$ cat src/design/octal_switch_regs.vh
// Purpose: shared constants of the octal switch control block
// Assumes: 50 MHz core clock
// Notes: status codes are two bits per channel, high bit sent first
`ifndef OCTAL_SWITCH_REGS_VH
`define OCTAL_SWITCH_REGS_VH

// two-bit channel status codes
`define STAT_NORMAL 2'h3
`define STAT_OVERLOAD 2'h2
`define STAT_UNLOADED 2'h1
`define STAT_GND_SHORT 2'h0

// control words of the first frame byte
`define CTRL_DIAG_ONLY 8'h00
`define CTRL_AND_UPDATE 8'hff

// frame layout
`define FRAME_BITS 16
`define FRAME_CNT_FULL 5'h10
`define CTRL_MSB 15
`define CTRL_LSB 8
`define DATA_MSB 7
`define DATA_LSB 0
`define NUM_CH 8
`define NUM_DIRECT 4

// fault filter delay and its cycle count at the core clock
`define CLK_PERIOD_NS 20
`define FILT_DELAY_NS 100000
// 5000 core cycles of 20 ns, sized for the 16-bit filter counter
`define FILT_CYCLES 16'd5000

`endif

$ cat src/design/octal_switch_spi_diag_control.v
// Purpose: serial control and diagnosis of an eight channel switch
// Assumes: serial pins and analog flags are asynchronous to CLK;
//   the serial clock is at most a quarter of the core clock rate
// Notes: pins are oversampled, so every serial edge is seen a few
//   core cycles late; the frame is judged on the select rise;
//   a select rise lets the fault pin go high for one cycle, even
//   while a lasting error keeps its latch set
`timescale 1ns/1ns
`include "octal_switch_regs.vh"

module octal_switch_spi_diag_control #(
  parameter NUM_CH = `NUM_CH,
  parameter CNT_W = 16,
  parameter [CNT_W-1:0] FILT_CYCLES = `FILT_CYCLES
) (
  // clock and reset
  input wire CLK,
  input wire RST_B,
  // serial link
  input wire SCLK,
  input wire CS_B,
  input wire SI,
  output reg SO_OUT,
  output wire SO_OE,
  // open-drain fault indicator
  output wire FAULT_B_OUT,
  output wire FAULT_B_OE,
  // direct channel pads for channels 1 to 4
  input wire [3:0] DIRECT_CHANNEL_PAD,
  input wire [3:0] DIRECT_CHANNEL_PAD_CONN,
  // input polarity select pin
  input wire INPUT_POLARITY_SELECT,
  input wire INPUT_POLARITY_SELECT_CONN,
  // per-channel analog flags
  input wire [NUM_CH-1:0] CURRENT_LIMIT_FLAG,
  input wire [NUM_CH-1:0] OVERTEMP_FLAG,
  input wire [NUM_CH-1:0] BELOW_UNLOADED_THRESHOLD,
  input wire [NUM_CH-1:0] BELOW_GND_SHORT_THRESHOLD,
  // channel gate drives
  output reg [NUM_CH-1:0] GATE_ON
);

  localparam ND = `NUM_DIRECT;
  localparam FB = `FRAME_BITS;
  // synchroniser width: sclk, cs, si, pads, pad conn, pol, pol conn,
  // then four flag vectors
  localparam SW = 3 + 2 * ND + 2 + 4 * NUM_CH;
  // synchroniser reset image: the select bit starts high, its idle
  // level, so leaving reset neither drives the serial output nor
  // looks like a select fall that would open a frame
  localparam [SW-1:0] SYNC_RST = {{(SW-2){1'b0}}, 2'b10};

  // frame states
  localparam ST_IDLE = 1'b0;
  localparam ST_FRAME = 1'b1;

  wire [SW-1:0] pin_raw;
  reg [SW-1:0] sync1_r;
  reg [SW-1:0] sync2_r;
  reg sclk_d_r;
  reg cs_d_r;

  wire sclk_s;
  wire cs_s;
  wire si_s;
  wire [ND-1:0] pad_s;
  wire [ND-1:0] pad_conn_s;
  wire pol_s;
  wire pol_conn_s;
  wire [NUM_CH-1:0] ilim_s;
  wire [NUM_CH-1:0] ot_s;
  wire [NUM_CH-1:0] below_ol_s;
  wire [NUM_CH-1:0] below_gnd_s;

  wire sclk_rise;
  wire sclk_fall;
  wire cs_fall;
  wire cs_rise;

  reg state_r;
  reg state_nxt;
  reg [FB-1:0] sh_out_r;
  reg [FB-1:0] sh_out_nxt;
  reg [FB-1:0] sh_in_r;
  reg [FB-1:0] sh_in_nxt;
  reg [4:0] bit_cnt_r;
  reg [4:0] bit_cnt_nxt;
  reg so_nxt;
  reg [NUM_CH-1:0] data_r;
  reg [NUM_CH-1:0] data_nxt;

  wire [7:0] rx_ctrl;
  wire [7:0] rx_data;
  wire frame_full;

  wire pol_high;
  wire [ND-1:0] pad_active;
  wire [NUM_CH-1:0] direct_ok;
  wire [NUM_CH-1:0] gate_nxt;

  wire [2*NUM_CH-1:0] live_code;
  reg [2*NUM_CH-1:0] err_code_r;
  reg [NUM_CH-1:0] err_vld_r;
  wire [2*NUM_CH-1:0] report_code;
  wire [FB-1:0] status_word;
  reg fault_rel_r;

  // gather every asynchronous pin into one synchroniser vector
  assign pin_raw = {BELOW_GND_SHORT_THRESHOLD, BELOW_UNLOADED_THRESHOLD,
                    OVERTEMP_FLAG, CURRENT_LIMIT_FLAG,
                    INPUT_POLARITY_SELECT_CONN, INPUT_POLARITY_SELECT,
                    DIRECT_CHANNEL_PAD_CONN, DIRECT_CHANNEL_PAD,
                    SI, CS_B, SCLK};

  // two flops per pin; only the second stage is ever read
  always @(posedge CLK or negedge RST_B) begin
    if (!RST_B) begin
      sync1_r <= SYNC_RST;
      sync2_r <= SYNC_RST;
    end else begin
      sync1_r <= pin_raw;
      sync2_r <= sync1_r;
    end
  end

  // split the synchronised vector back into named signals
  assign sclk_s = sync2_r[0];
  assign cs_s = sync2_r[1];
  assign si_s = sync2_r[2];
  assign pad_s = sync2_r[3 +: ND];
  assign pad_conn_s = sync2_r[3 + ND +: ND];
  assign pol_s = sync2_r[3 + 2 * ND];
  assign pol_conn_s = sync2_r[4 + 2 * ND];
  assign ilim_s = sync2_r[5 + 2 * ND +: NUM_CH];
  assign ot_s = sync2_r[5 + 2 * ND + NUM_CH +: NUM_CH];
  assign below_ol_s = sync2_r[5 + 2 * ND + 2 * NUM_CH +: NUM_CH];
  assign below_gnd_s = sync2_r[5 + 2 * ND + 3 * NUM_CH +: NUM_CH];

  // delayed copies for edge detection; select idles high
  always @(posedge CLK or negedge RST_B) begin
    if (!RST_B) begin
      sclk_d_r <= 1'b0;
      cs_d_r <= 1'b1;
    end else begin
      sclk_d_r <= sclk_s;
      cs_d_r <= cs_s;
    end
  end

  assign sclk_rise = sclk_s & ~sclk_d_r;
  assign sclk_fall = ~sclk_s & sclk_d_r;
  // a select fall is only honoured with the serial clock low
  assign cs_fall = ~cs_s & cs_d_r & ~sclk_s;
  assign cs_rise = cs_s & ~cs_d_r;

  // per-channel classification, error latch and status code
  genvar g;
  generate
    for (g = 0; g < NUM_CH; g = g + 1) begin : g_ch
      wire new_err;

      chan_fault_filter #(
        .CNT_W(CNT_W),
        .FILT_CYCLES(FILT_CYCLES)
      ) u_filt (
        .clk(CLK),
        .rst_b(RST_B),
        .chan_on(data_r[g] & direct_ok[g]),
        .ilim(ilim_s[g]),
        .overtemp(ot_s[g]),
        .below_unloaded(below_ol_s[g]),
        .below_gnd(below_gnd_s[g]),
        .live_code(live_code[2*g +: 2])
      );

      assign new_err = (live_code[2*g +: 2] != `STAT_NORMAL);

      // an error in the clearing cycle is kept, set beats clear
      always @(posedge CLK or negedge RST_B) begin
        if (!RST_B) begin
          err_vld_r[g] <= 1'b0;
          err_code_r[2*g +: 2] <= `STAT_NORMAL;
        end else if (new_err) begin
          err_vld_r[g] <= 1'b1;
          err_code_r[2*g +: 2] <= live_code[2*g +: 2];
        end else if (cs_rise) begin
          err_vld_r[g] <= 1'b0;
          err_code_r[2*g +: 2] <= `STAT_NORMAL;
        end
      end

      // latched error wins; otherwise the live code is sent
      assign report_code[2*g +: 2] = err_vld_r[g] ?
                                     err_code_r[2*g +: 2] :
                                     live_code[2*g +: 2];

      // highest channel first, so channel 8 leads the frame
      assign status_word[FB-1-2*(NUM_CH-1-g) -: 2] =
        report_code[2*g +: 2];

      // direct pads gate only the first four channels
      if (g < ND) begin : g_direct
        assign direct_ok[g] = pad_active[g];
      end else begin : g_serial
        assign direct_ok[g] = 1'b1;
      end
    end
  endgenerate

  // unconnected polarity select reads as high
  assign pol_high = pol_conn_s ? pol_s : 1'b1;
  // unconnected pads are inactive under either polarity
  assign pad_active = pad_conn_s & ~(pad_s ^ {ND{pol_high}});

  // received frame fields
  assign rx_ctrl = sh_in_r[`CTRL_MSB:`CTRL_LSB];
  assign rx_data = sh_in_r[`DATA_MSB:`DATA_LSB];
  assign frame_full = (bit_cnt_r == `FRAME_CNT_FULL);

  // frame sequencer and shift registers
  always @* begin
    state_nxt = state_r;
    sh_out_nxt = sh_out_r;
    sh_in_nxt = sh_in_r;
    bit_cnt_nxt = bit_cnt_r;
    so_nxt = SO_OUT;
    data_nxt = data_r;
    case (state_r)
      ST_IDLE: begin
        if (cs_fall) begin
          // snapshot every channel's status at the select fall
          sh_out_nxt = status_word;
          so_nxt = status_word[FB-1];
          sh_in_nxt = {FB{1'b0}};
          bit_cnt_nxt = 5'h00;
          state_nxt = ST_FRAME;
        end
      end
      ST_FRAME: begin
        if (cs_rise) begin
          // short or long frames are dropped rather than guessed at
          if (frame_full && rx_ctrl == `CTRL_AND_UPDATE)
            data_nxt = rx_data;
          // diagnosis-only and other words change nothing
          state_nxt = ST_IDLE;
        end else begin
          if (sclk_rise) begin
            // the msb was put out at select fall and is held here
            so_nxt = sh_out_r[FB-1];
            sh_out_nxt = {sh_out_r[FB-2:0], 1'b0};
          end
          if (sclk_fall) begin
            sh_in_nxt = {sh_in_r[FB-2:0], si_s};
            if (bit_cnt_r != 5'h1f)
              bit_cnt_nxt = bit_cnt_r + 5'h01;
          end
        end
      end
      default: begin
        state_nxt = ST_IDLE;
      end
    endcase
  end

  // frame registers; stored data starts all off
  always @(posedge CLK or negedge RST_B) begin
    if (!RST_B) begin
      state_r <= ST_IDLE;
      sh_out_r <= {FB{1'b0}};
      sh_in_r <= {FB{1'b0}};
      bit_cnt_r <= 5'h00;
      SO_OUT <= 1'b0;
      data_r <= {NUM_CH{1'b0}};
    end else begin
      state_r <= state_nxt;
      sh_out_r <= sh_out_nxt;
      sh_in_r <= sh_in_nxt;
      bit_cnt_r <= bit_cnt_nxt;
      SO_OUT <= so_nxt;
      data_r <= data_nxt;
    end
  end

  // serial output is released whenever select is high
  assign SO_OE = ~cs_s;

  // overtemperature blocks only its own channel and restarts on cooling
  assign gate_nxt = data_r & direct_ok & ~ot_s;

  // reset holds every gate off regardless of data or pads
  always @(posedge CLK or negedge RST_B) begin
    if (!RST_B)
      GATE_ON <= {NUM_CH{1'b0}};
    else
      GATE_ON <= gate_nxt;
  end

  // one-cycle release marker after each select rise; the latches
  // keep set-beats-clear, so no error is lost in the clearing cycle
  always @(posedge CLK or negedge RST_B) begin
    if (!RST_B)
      fault_rel_r <= 1'b0;
    else
      fault_rel_r <= cs_rise;
  end

  // open drain: pulled low while any error is latched; let go for
  // the cycle after a select rise so that an error which is still
  // there gives the host a fresh falling edge
  // the pin value itself is always low, only the enable moves
  assign FAULT_B_OUT = 1'b0;
  assign FAULT_B_OE = |err_vld_r & ~fault_rel_r;

endmodule // octal_switch_spi_diag_control

$ cat src/design/chan_fault_filter.v
// Purpose: one channel's live fault classifier with delay filter
// Assumes: flag inputs are already synchronised to clk
// Notes: a change of off-state fault kind restarts the filter
`timescale 1ns/1ns
`include "octal_switch_regs.vh"

module chan_fault_filter #(
  parameter CNT_W = 16,
  parameter [CNT_W-1:0] FILT_CYCLES = 16'd5000
) (
  // clock and reset
  input wire clk,
  input wire rst_b,
  // channel state and analog flags
  input wire chan_on,
  input wire ilim,
  input wire overtemp,
  input wire below_unloaded,
  input wire below_gnd,
  // classified status
  output reg [1:0] live_code
);

  reg [CNT_W-1:0] cnt_r;
  reg [CNT_W-1:0] cnt_nxt;
  reg gnd_kind_r;
  wire off_fault;

  // short to ground pulls lower, so it wins over unloaded
  assign off_fault = ~chan_on & (below_unloaded | below_gnd);

  // filter counter: restarts on on-state, no fault, or kind change
  always @* begin
    cnt_nxt = cnt_r;
    if (!off_fault || (below_gnd != gnd_kind_r)) begin
      cnt_nxt = {CNT_W{1'b0}};
    end else if (cnt_r != FILT_CYCLES) begin
      cnt_nxt = cnt_r + {{(CNT_W-1){1'b0}}, 1'b1};
    end
  end

  always @(posedge clk or negedge rst_b) begin
    if (!rst_b) begin
      cnt_r <= {CNT_W{1'b0}};
      gnd_kind_r <= 1'b0;
    end else begin
      cnt_r <= cnt_nxt;
      gnd_kind_r <= below_gnd;
    end
  end

  // status code per channel state
  always @* begin
    live_code = `STAT_NORMAL;
    if (chan_on) begin
      if (ilim || overtemp)
        live_code = `STAT_OVERLOAD;
    end else if (off_fault && cnt_r == FILT_CYCLES) begin
      if (gnd_kind_r)
        live_code = `STAT_GND_SHORT;
      else
        live_code = `STAT_UNLOADED;
    end
  end

endmodule // chan_fault_filter

$ cat config.mk
export PLATFORM = sky130hd
export DESIGN_NAME = octal_switch_spi_diag_control
export DESIGN_NICKNAME = d
export VERILOG_FILES = /design/src/design/octal_switch_spi_diag_control.v /design/src/design/chan_fault_filter.v
export VERILOG_INCLUDE_DIRS = /design/src /design/src/design
export SDC_FILE = /design/constraint.sdc
export NUM_CORES = 1
export LEC_CHECK = 0
export BUFFER_PORTS_ARGS = -buffer_cell sky130_fd_sc_hd__buf_2
export CORE_MARGIN = 5
export CORE_UTILIZATION = 37
export DETAILED_ROUTE_END_ITERATION = 12
export PLACE_DENSITY = 0.52
export SYNTH_ARGS = -nofsm -noshare
export SYNTH_HDL_FRONTEND = slang
export SYNTH_SLANG_ARGS = --single-unit
export TNS_END_PERCENT = 50
$ cat constraint.sdc
create_clock -name CLK -period 5.8 [get_ports CLK]
set_input_delay 1.16 -clock CLK [delete_from_list [all_inputs] [get_ports CLK]]
set_output_delay 1.16 -clock CLK [all_outputs]
set_load 0.02 [all_outputs]
==> impl_metrics.ini, run 1 <==
[cts]
cts-buffers-inserted = 36
post_cts_hold_buffer_count = 0
post_cts.repair.setup_buffers = 0
ctsRootBufferMaster = sky130_fd_sc_hd__clkbuf_16
clockBufferDepth = 3
clk_pin_slew_worst_paths_ns = 0.06
clock_insertion_delay_worst_skew_ns = 0.53
cts_tree = yes
level_count_of_the_clock_h_tree = 2
cts_resized = 0
numClockSinks = 308

[routing]
wire_per_inst_microns = 14.6
drt-vias-per-instance = 4.89
met2RoutedLength_mm = 11.1
wirelength_mm = 25.2
drtAntennaViolNets = 0
m1WireLength_mm = 12.7
first_pass_iters = 5
wl_met3_mm = 1.04
drc = 0
vias = 8428
initial_drc_count = 357
maxUsedRoutingLayer = met4

[worst_setup_path]
crit_start_category = flop
crit_arrival_ns = 1.62
critical_path_peak_fanout = 5
worst_ep_required_time_ns = 4.64
setup.worst_path.class = flop to output port
type_of_destination_of_the_critical_path = output port

[pwr]
power_density_mw_per_mm2 = 321
ir_drop_mv = 0.228
fin_total_pwr_mw = 4.76
p_leak_nw = 6.52

[sta]
post_route_setup_slack_ns = 3.02
min_period_ns = 2.78
maxClockFrequency_mhz = 359
rsz0062_at_grt = no
worst_slew_pin_slew_ns = 1.27
layout_worst_path_cycle_share_pct = 48.0
maxSlewViolCount = 0
final-hold-violation-count = 0
setup_viol_count_final = 0
holdWs_ns = 0.346
tns_ns = 0
fin_worst_skew_ns = 0.0209
maxSlewHeadroom_pct = 14.3

[floorplan]
dieHeight_microns = 196
die_w_microns = 196
fp-row-count = 68
placeableCoreArea_sq_mm = 0.0345
die-area_sq_mm = 0.0386
io-pin-count = 59
initial_utilization_pct = 37.3

[outcome]
run_status = complete, no violations

[cells_and_area]
finalNonFillerCells = 1723
drive_above_1_share_pct = 13.5
multi_input_combinational_cell_area_sq_mm = 0.00485
seqCellArea_sq_mm = 0.00773
postLayoutCoreUtil_pct = 43.0
n_fill_cell = 3259
final_net_count = 1306
fin_area_sq_mm = 0.0148
n_antenna_cell = 0
area_delta_synth_final_pct = 15.2

[place]
globalplace.congestion = 0.749
placement.cell_area_sq_mm = 0.0137
dp_slack_ns = 3.20
hpwl_detailed_mm = 16.4
dpl.cell_count = 1657
number_of_buffer_cells_added_on_primary_ports = 57

[yosys]
synth_async_sr_flop_share_pct = 100
post_synth_inst_count = 1170
synth-edff-count = 0
proportion_of_synthesized_chip_area_in_sequential_cells_pct = 60.1
count_of_distinct_cell_types_in_the_synthesized_netlist = 66
synth_seq_cells = 308
ys_dominant_reg_cell = sky130_fd_sc_hd__dfrtp_1
ys.warnings.count = 0
avgSynthCellArea_sq_um = 11.0
mappedNetlistNets = 1236
mapped_area_sq_mm = 0.0129

[global_routing]
grt.overflow.total = 0
wire_length_of_the_first_global_routing_pass_mm = 43.5
first_global_vias = 8506
largest_net_degree_at_the_start_of_global_routing = 117
number_of_antenna_violations_at_the_first_check_in_global_routing = 0
grtUsageTotal_pct = 13.4

[min_path]
hold_path_class = flop to flop

[flow_run]
cap_violations = 0
==> critical path: stages, from the launching register on <==
cell,delay (ns)
sky130_fd_sc_hd__dfrtp_1,0.44
sky130_fd_sc_hd__nor4_1,0.35
sky130_fd_sc_hd__a21oi_1,0.10
sky130_fd_sc_hd__buf_2,0.19
==> logic make-up (layout without fill, tap and decap cells) <==
group | count (synthesis) | in the layout | share of synthesized area [%]
XOR/XNOR | 118 | 118 | 8.03
buffers and inverters | 72 | 170 | 2.19
adder cells (fa/ha/maj) | 19 | 19 | 1.85
flip-flops | 308 | 308 | 60.1
AND/OR/NAND/NOR | 521 | 521 | 20.8
other | 1 | 1 | 0.0291
multiplexers | 16 | 16 | 1.36
AO/OA/AOI/OAI | 115 | 115 | 5.69
==> cells in the mapped netlist (6+ instances only) <==
master / number / share of area (%)
sky130_fd_sc_hd__mux2_2: 12 / 1.1
sky130_fd_sc_hd__and3_1: 27 / 1.3
sky130_fd_sc_hd__inv_1: 40 / 1.2
sky130_fd_sc_hd__clkbuf_1: 24 / 0.70
sky130_fd_sc_hd__or3_1: 13 / 0.63
sky130_fd_sc_hd__ha_1: 19 / 1.8
sky130_fd_sc_hd__nand4_1: 30 / 1.5
sky130_fd_sc_hd__nor2_1: 169 / 4.9
sky130_fd_sc_hd__buf_2: 6 / 0.23
sky130_fd_sc_hd__dfrtp_1: 289 / 56
sky130_fd_sc_hd__and4_1: 11 / 0.75
sky130_fd_sc_hd__a21oi_1: 40 / 1.6
sky130_fd_sc_hd__nor4b_1: 10 / 0.68
sky130_fd_sc_hd__nor3b_1: 10 / 0.58
sky130_fd_sc_hd__nor2b_1: 10 / 0.49
sky130_fd_sc_hd__nand3_1: 65 / 2.5
sky130_fd_sc_hd__xnor2_1: 52 / 3.5
sky130_fd_sc_hd__nor4_1: 9 / 0.44
sky130_fd_sc_hd__xor2_1: 66 / 4.5
sky130_fd_sc_hd__a211o_1: 7 / 0.48
sky130_fd_sc_hd__dfstp_2: 19 / 3.9
sky130_fd_sc_hd__o21ai_0: 33 / 1.3
sky130_fd_sc_hd__nand2_1: 101 / 2.9
sky130_fd_sc_hd__nor3_1: 27 / 1.1
==> state kept, by name (all words and copies together), names as in the netlist <==
| signal | count |
|---|---|
| bit_cnt_r | 5 |
| sclk_d_r | 1 |
| g_ch.u_filt.gnd_kind_r | 8 |
| SO_OUT | 1 |
| err_code_r | 16 |
| state_r | 1 |
| sync1_r | 45 |
| sh_in_r | 16 |
| fault_rel_r | 1 |
| data_r | 8 |
| cs_d_r | 1 |
| err_vld_r | 8 |
| GATE_ON | 8 |
| g_ch.u_filt.cnt_r | 128 |
| sh_out_r | 16 |
| sync2_r | 45 |
==> where the power goes <==
| group | switching, mW | leakage (nW) | internal [mW] |
|---|---|---|---|
| Combinational | 0.166 | 2.01 | 0.0936 |
| Clock | 0.888 | 0.565 | 1.30 |
| Sequential | 0.0656 | 3.95 | 2.24 |
==> final timing paths <==
path	cells after the start	startpoint	slack, ns	to
max	3	err_vld_r[3]	3.02	FAULT_B_OE
min	0	sync1_r[12]	0.35	sync2_r[12]
max reg2reg	4	sync2_r[1]	3.25	sh_in_r[9]
min reg2reg	0	sync1_r[12]	0.35	sync2_r[12]
max in group asynchronous	2	RST_B	3.96	g_ch[3].u_filt.cnt_r[9]
min in group asynchronous	1	RST_B	0.63	g_ch[2].u_filt.cnt_r[8]
==> area by class of cell <==
type,count,area share [%]
clock buffers,50,6.70
clock inverters,16,1.13
inverters,41,1.04
multi-input cells,790,32.7
flip-flops and latches,308,52.2
well taps,455,3.84
repair buffers,63,2.38
==> per-layer routing <==
layer | global-route usage, % | vias to the layer above
li1 | - | 4149
met1 | 20.1 | 4136
met2 | 19.9 | 108
met3 | 2.65 | 35
met4 | 3.54 | 0
met5 | 0 | -
==> cells in the final DEF, fill, tap and decap left out, drive strengths merged, types with 4 or more instances in the layout <==
cell type / Yosys / final
mux2i: 4 / 4
clkinv: 0 / 9
a21o: 4 / 4
a211oi: 6 / 6
nand4: 31 / 31
xor2: 66 / 66
nor3b: 10 / 10
buf: 7 / 63
nand3: 66 / 66
nand2b: 6 / 6
clkbuf: 24 / 50
nor2: 169 / 169
a211o: 7 / 7
dfrtp: 289 / 289
nor4: 10 / 10
and4bb: 4 / 4
and3: 27 / 27
nor2b: 10 / 10
xnor2: 52 / 52
a21oi: 40 / 40
dfstp: 19 / 19
o21ai: 33 / 33
nor3: 29 / 29
nor4b: 14 / 14
and4: 11 / 11
nand2: 101 / 101
nand3b: 5 / 5
inv: 41 / 43
ha: 19 / 19
mux2: 12 / 12
or3: 14 / 14
No activity file was read; power rests on OpenSTA's default activity.
==> run 2: changes to the inputs <==
==> constraint.sdc (replaced) <==
create_clock -name CLK -period 2.6 [get_ports CLK]
set_input_delay 0.52 -clock CLK [delete_from_list [all_inputs] [get_ports CLK]]
set_output_delay 0.52 -clock CLK [all_outputs]
set_load 0.02 [all_outputs]
==> impl_metrics.ini, run 2 (synthesized netlist as in run 1, its figures left out) <==
[worst_setup_path]
type_of_destination_of_the_critical_path = flop
worst_ep_required_time_ns = 2.98
worst_r2r_path_depth = 7
ff2ff_setup_slack_ns = 0.36
setup.worst_path.class = flop to flop
critical_path_peak_fanout = 5
crit_start_category = flop
crit_arrival_ns = 2.63

[cts]
ctsRootBufferMaster = sky130_fd_sc_hd__clkbuf_16
cts-buffers-inserted = 36
clk_pin_slew_worst_paths_ns = 0.06
clock_insertion_delay_worst_skew_ns = 0.51
level_count_of_the_clock_h_tree = 2
clockBufferDepth = 3
cts_resized = 0
numClockSinks = 308
cts_tree = yes

[sta]
layout_worst_path_cycle_share_pct = 86.2
setup_viol_count_final = 0
fin_worst_skew_ns = 0.0135
post_route_setup_slack_ns = 0.359
final-hold-violation-count = 0
min_period_ns = 2.24
rsz0062_at_grt = no
tns_ns = 0
maxSlewHeadroom_pct = 51.7
maxSlewViolCount = 0
maxClockFrequency_mhz = 446
worst_slew_pin_slew_ns = 0.721

[pwr]
p_leak_nw = 6.65
power_density_mw_per_mm2 = 730
fin_total_pwr_mw = 11.0
ir_drop_mv = 0.590

[global_routing]
largest_net_degree_at_the_start_of_global_routing = 69
number_of_antenna_violations_at_the_first_check_in_global_routing = 0
wire_length_of_the_first_global_routing_pass_mm = 43.7
grt.overflow.total = 0
first_global_vias = 8756
grtUsageTotal_pct = 13.4

[routing]
vias = 8460
wire_per_inst_microns = 14.6
wirelength_mm = 25.3
initial_drc_count = 420
drt-vias-per-instance = 4.88
drtAntennaViolNets = 0
first_pass_iters = 4
drc = 0

[outcome]
run_status = complete, no violations

[floorplan]
die_w_microns = 196
placeableCoreArea_sq_mm = 0.0345
fp-row-count = 68
dieHeight_microns = 196
die-area_sq_mm = 0.0386
initial_utilization_pct = 37.3
io-pin-count = 59

[cells_and_area]
area_delta_synth_final_pct = 16.8
fin_area_sq_mm = 0.0150
largest_register_by_flop_count = g_ch.u_filt.cnt_r
final_net_count = 1319
postLayoutCoreUtil_pct = 43.6
drive_above_1_share_pct = 14.8
final_cell_mix = sky130_fd_sc_hd__dfrtp_1, sky130_fd_sc_hd__nor2_1, sky130_fd_sc_hd__nand2_1, sky130_fd_sc_hd__xor2_1, sky130_fd_sc_hd__nand3_1
reg.largest.list = g_ch.u_filt.cnt_r (128), sync1_r (45), sync2_r (45)
largest_register_ff_count = 128
n_fill_cell = 3268
most_common_library_cell_in_the_layout_ignoring_fill_and_taps = sky130_fd_sc_hd__dfrtp_1
n_antenna_cell = 0

[place]
placement.cell_area_sq_mm = 0.0138
globalplace.congestion = 0.762
hpwl_detailed_mm = 16.6
number_of_buffer_cells_added_on_primary_ports = 57
dp_slack_ns = 0.415

[min_path]
hold_path_class = primary input to flop
min_path_cells = 1

[flow_run]
cap_violations = 0
==> run 2: layer usage <==
layer  vias up  part of all wire [%]  GRT usage [%]
li1       4160                     -              -
met1      4162                    49           19.1
met2        98                    45           21.0
met3        40                   3.7           2.41
met4         0                   2.1           3.83
met5         -                     0              0
==> run 2: path summary, 6_finish.rpt <==
| kind | start | end |
|---|---|---|
| max | g_ch[4].u_filt.cnt_r[0] | sh_out_r[8] |
| min | BELOW_UNLOADED_THRESHOLD[2] | sync1_r[31] |
| max reg2reg | g_ch[4].u_filt.cnt_r[0] | sh_out_r[8] |
| min reg2reg | sync1_r[12] | sync2_r[12] |
| max in group asynchronous | RST_B | cs_d_r |
| min in group asynchronous | RST_B | g_ch[2].u_filt.cnt_r[11] |
==> run 2: final cells by class <==
class / count / area (sq um) / area share (%)
flip-flops and latches: 308 / 7730 / 51.5
multi-input cells: 790 / 4850 / 32.3
clock buffers: 43 / 978 / 6.51
well taps: 455 / 569 / 3.79
repair buffers: 76 / 478 / 3.18
clock inverters: 22 / 258 / 1.72
inverters: 41 / 154 / 1.02
==> run 2: what timing repair did <==
item | 4_1_cts | 5_1_grt
hold buffers | 1 | 0
endpoints found under the hold margin | 55 | 0
setup buffers | 0 | 0
==> run 2: worst max-delay path, stage by stage, from the launching register on <==
cell and delay, ns:
sky130_fd_sc_hd__dfrtp_1 0.42, sky130_fd_sc_hd__inv_1 0.07, sky130_fd_sc_hd__ha_1 0.13, sky130_fd_sc_hd__nor4b_2 0.17
sky130_fd_sc_hd__nand4_1 0.25, sky130_fd_sc_hd__or3_4 0.45, sky130_fd_sc_hd__nor3b_1 0.51, sky130_fd_sc_hd__o41ai_1 0.11
==> run 2: where the power goes <==
part / switching [mW] / total [mW] / internal [mW]
clock network: 2.01 / 5.22 / 3.21
registers: 0.148 / 5.15 / 5.00
logic: 0.374 / 0.602 / 0.228
total: 2.53 / 11.0 / 8.44
==> run 2: through the flow <==
stage | hold WS (ns) | std cells
global placement | 0.333 | 1669
detailed placement | 0.335 | 1669
global route | 0.0807 | 1735
finish | 0.108 | 1735
floorplan | 0.224 | 1170
CTS | 0.0745 | 1735
==> run 3: changes to the inputs <==
--- a/config.mk
+++ b/config.mk
@@ -7,7 +7,7 @@
 export NUM_CORES = 1
 export LEC_CHECK = 0
 export BUFFER_PORTS_ARGS = -buffer_cell sky130_fd_sc_hd__buf_2
-export CORE_MARGIN = 5
+export CORE_MARGIN = 2
 export CORE_UTILIZATION = 37
 export DETAILED_ROUTE_END_ITERATION = 12
 export PLACE_DENSITY = 0.52
==> impl_metrics.ini, run 3 (synthesized netlist as in run 1, its figures left out) <==
[outcome]
run_status = complete, no violations

[cts]
ctsRootBufferMaster = sky130_fd_sc_hd__clkbuf_16
clockBufferDepth = 3
clock_insertion_delay_worst_skew_ns = 0.51
level_count_of_the_clock_h_tree = 2
numClockSinks = 308
clk_pin_slew_worst_paths_ns = 0.06
cts-buffers-inserted = 35
cts_tree = yes
post_cts.repair.setup_buffers = 0

[routing]
wirelength_mm = 24.4
vias = 8417
drt-vias-per-instance = 4.87
wire_per_inst_microns = 14.1
first_pass_iters = 5
drc = 0
initial_drc_count = 375
drtAntennaViolNets = 0

[floorplan]
placeableCoreArea_sq_mm = 0.0344
io-pin-count = 59
die-area_sq_mm = 0.0363
initial_utilization_pct = 37.4
fp-row-count = 68
dieHeight_microns = 190
die_w_microns = 190

[sta]
fin_worst_skew_ns = 0.0105
maxClockFrequency_mhz = 454
tns_ns = 0
min_period_ns = 2.20
maxSlewHeadroom_pct = 55.7
post_route_setup_slack_ns = 0.399
setup_viol_count_final = 0
maxSlewViolCount = 0
final-hold-violation-count = 0
rsz0062_at_grt = no
layout_worst_path_cycle_share_pct = 84.6
worst_slew_pin_slew_ns = 0.664

[cells_and_area]
largest_register_ff_count = 128
area_delta_synth_final_pct = 15.6
most_common_library_cell_in_the_layout_ignoring_fill_and_taps = sky130_fd_sc_hd__dfrtp_1
final_net_count = 1314
drive_above_1_share_pct = 13.6
n_antenna_cell = 0
largest_register_by_flop_count = g_ch.u_filt.cnt_r
final_cell_mix = sky130_fd_sc_hd__dfrtp_1, sky130_fd_sc_hd__nor2_1, sky130_fd_sc_hd__nand2_1, sky130_fd_sc_hd__xor2_1, sky130_fd_sc_hd__nand3_1
postLayoutCoreUtil_pct = 43.3
reg.largest.list = g_ch.u_filt.cnt_r (128), sync1_r (45), sync2_r (45)

[min_path]
hp-start = BELOW_UNLOADED_THRESHOLD[3]
min_to = sync1_r[32]
min_path_cells = 1
hold_path_class = primary input to flop

[pwr]
fin_total_pwr_mw = 10.5
p_leak_nw = 6.55
power_density_mw_per_mm2 = 707
ir_drop_mv = 0.448

[global_routing]
grt.overflow.total = 0
wire_length_of_the_first_global_routing_pass_mm = 42.7
grtUsageTotal_pct = 14.3
number_of_antenna_violations_at_the_first_check_in_global_routing = 0
largest_net_degree_at_the_start_of_global_routing = 91
first_global_vias = 8539

[place]
globalplace.congestion = 0.734
number_of_buffer_cells_added_on_primary_ports = 57
dp_slack_ns = 0.390
hpwl_detailed_mm = 16.0

[worst_setup_path]
setup.worst_path.class = flop to output port
type_of_destination_of_the_critical_path = output port
worst_ep_required_time_ns = 2.08
r2r-start = sync2_r[1]
crit_path_top_delay_cell = sky130_fd_sc_hd__dfrtp_1
worst_r2r_path_depth = 5
crit_arrival_ns = 1.68
crit_start_category = flop
reg2reg_to = data_r[6]
crit_chain = nor4_1 -> a21oi_1 -> buf_2
ff2ff_setup_slack_ns = 0.42
critical_path_peak_fanout = 5
delay_of_the_slowest_cell_on_the_worst_path_ns = 0.45

[flow_run]
cap_violations = 0
[run 3: report_power, final]
part,switching (mW),total [mW],internal [mW]
clock network,1.91,4.77,2.86
registers,0.141,5.14,5.00
logic,0.374,0.599,0.224
total,2.43,10.5,8.09
[run 3: worst max-delay path: cells and delay by family, from the launching register on]
family,cells,cell delay (ns)
buffers and inverters,1,0.20
AOI/OAI and AO/OA,1,0.16
and+or+nand+nor,1,0.37
DFF,1,0.45
[run 3: metal layers]
metal / GRT usage, % / share of wire (%) / vias up
met5: 0 / 0 / -
met1: 20.7 / 50 / 4101
met3: 2.54 / 3.8 / 35
met2: 21.7 / 44 / 112
li1: - / - / 4169
met4: 4.32 / 2.2 / 0
[run 3: area by class of cell]
class                      count  area (sq um)
fill                        3265         19500
sequential                   308          7730
multi-input combinational    790          4850
clock buffer                  52           991
tap                          455           569
timing repair buffer          72           448
inverter                      41           154
clock inverter                12           131
[run 3: worst max-delay path by stage]
stage,from,to,slack (ns),depth (start not counted)
after global routing,g_ch[2].u_filt.cnt_r[0],sh_out_r[5],0.26,7
final,err_vld_r[3],FAULT_B_OE,0.40,3
after detailed placement,sync2_r[1],data_r[6],0.39,5
after CTS,err_vld_r[3],FAULT_B_OE,0.35,3
after floorplan,g_ch[2].u_filt.cnt_r[0],sh_out_r[5],0.73,7
after global placement,g_ch[4].u_filt.cnt_r[0],sh_out_r[8],0.40,7
[run 3: metrics by stage]
stage / std cells / hold WS, ns / area, sq um
floorplan: 1170 / 0.224 / 12900
global placement: 1665 / 0.333 / 13700
detailed placement: 1665 / 0.335 / 13700
CTS: 1730 / 0.0844 / 14900
global route: 1730 / 0.0890 / 14900
finish: 1730 / 0.111 / 14900
[run 3: what timing repair did]
item | CTS | global route
endpoints found under the hold margin | 39 | 0
resized for setup | 0 | 0
hold buffers | 1 | 0
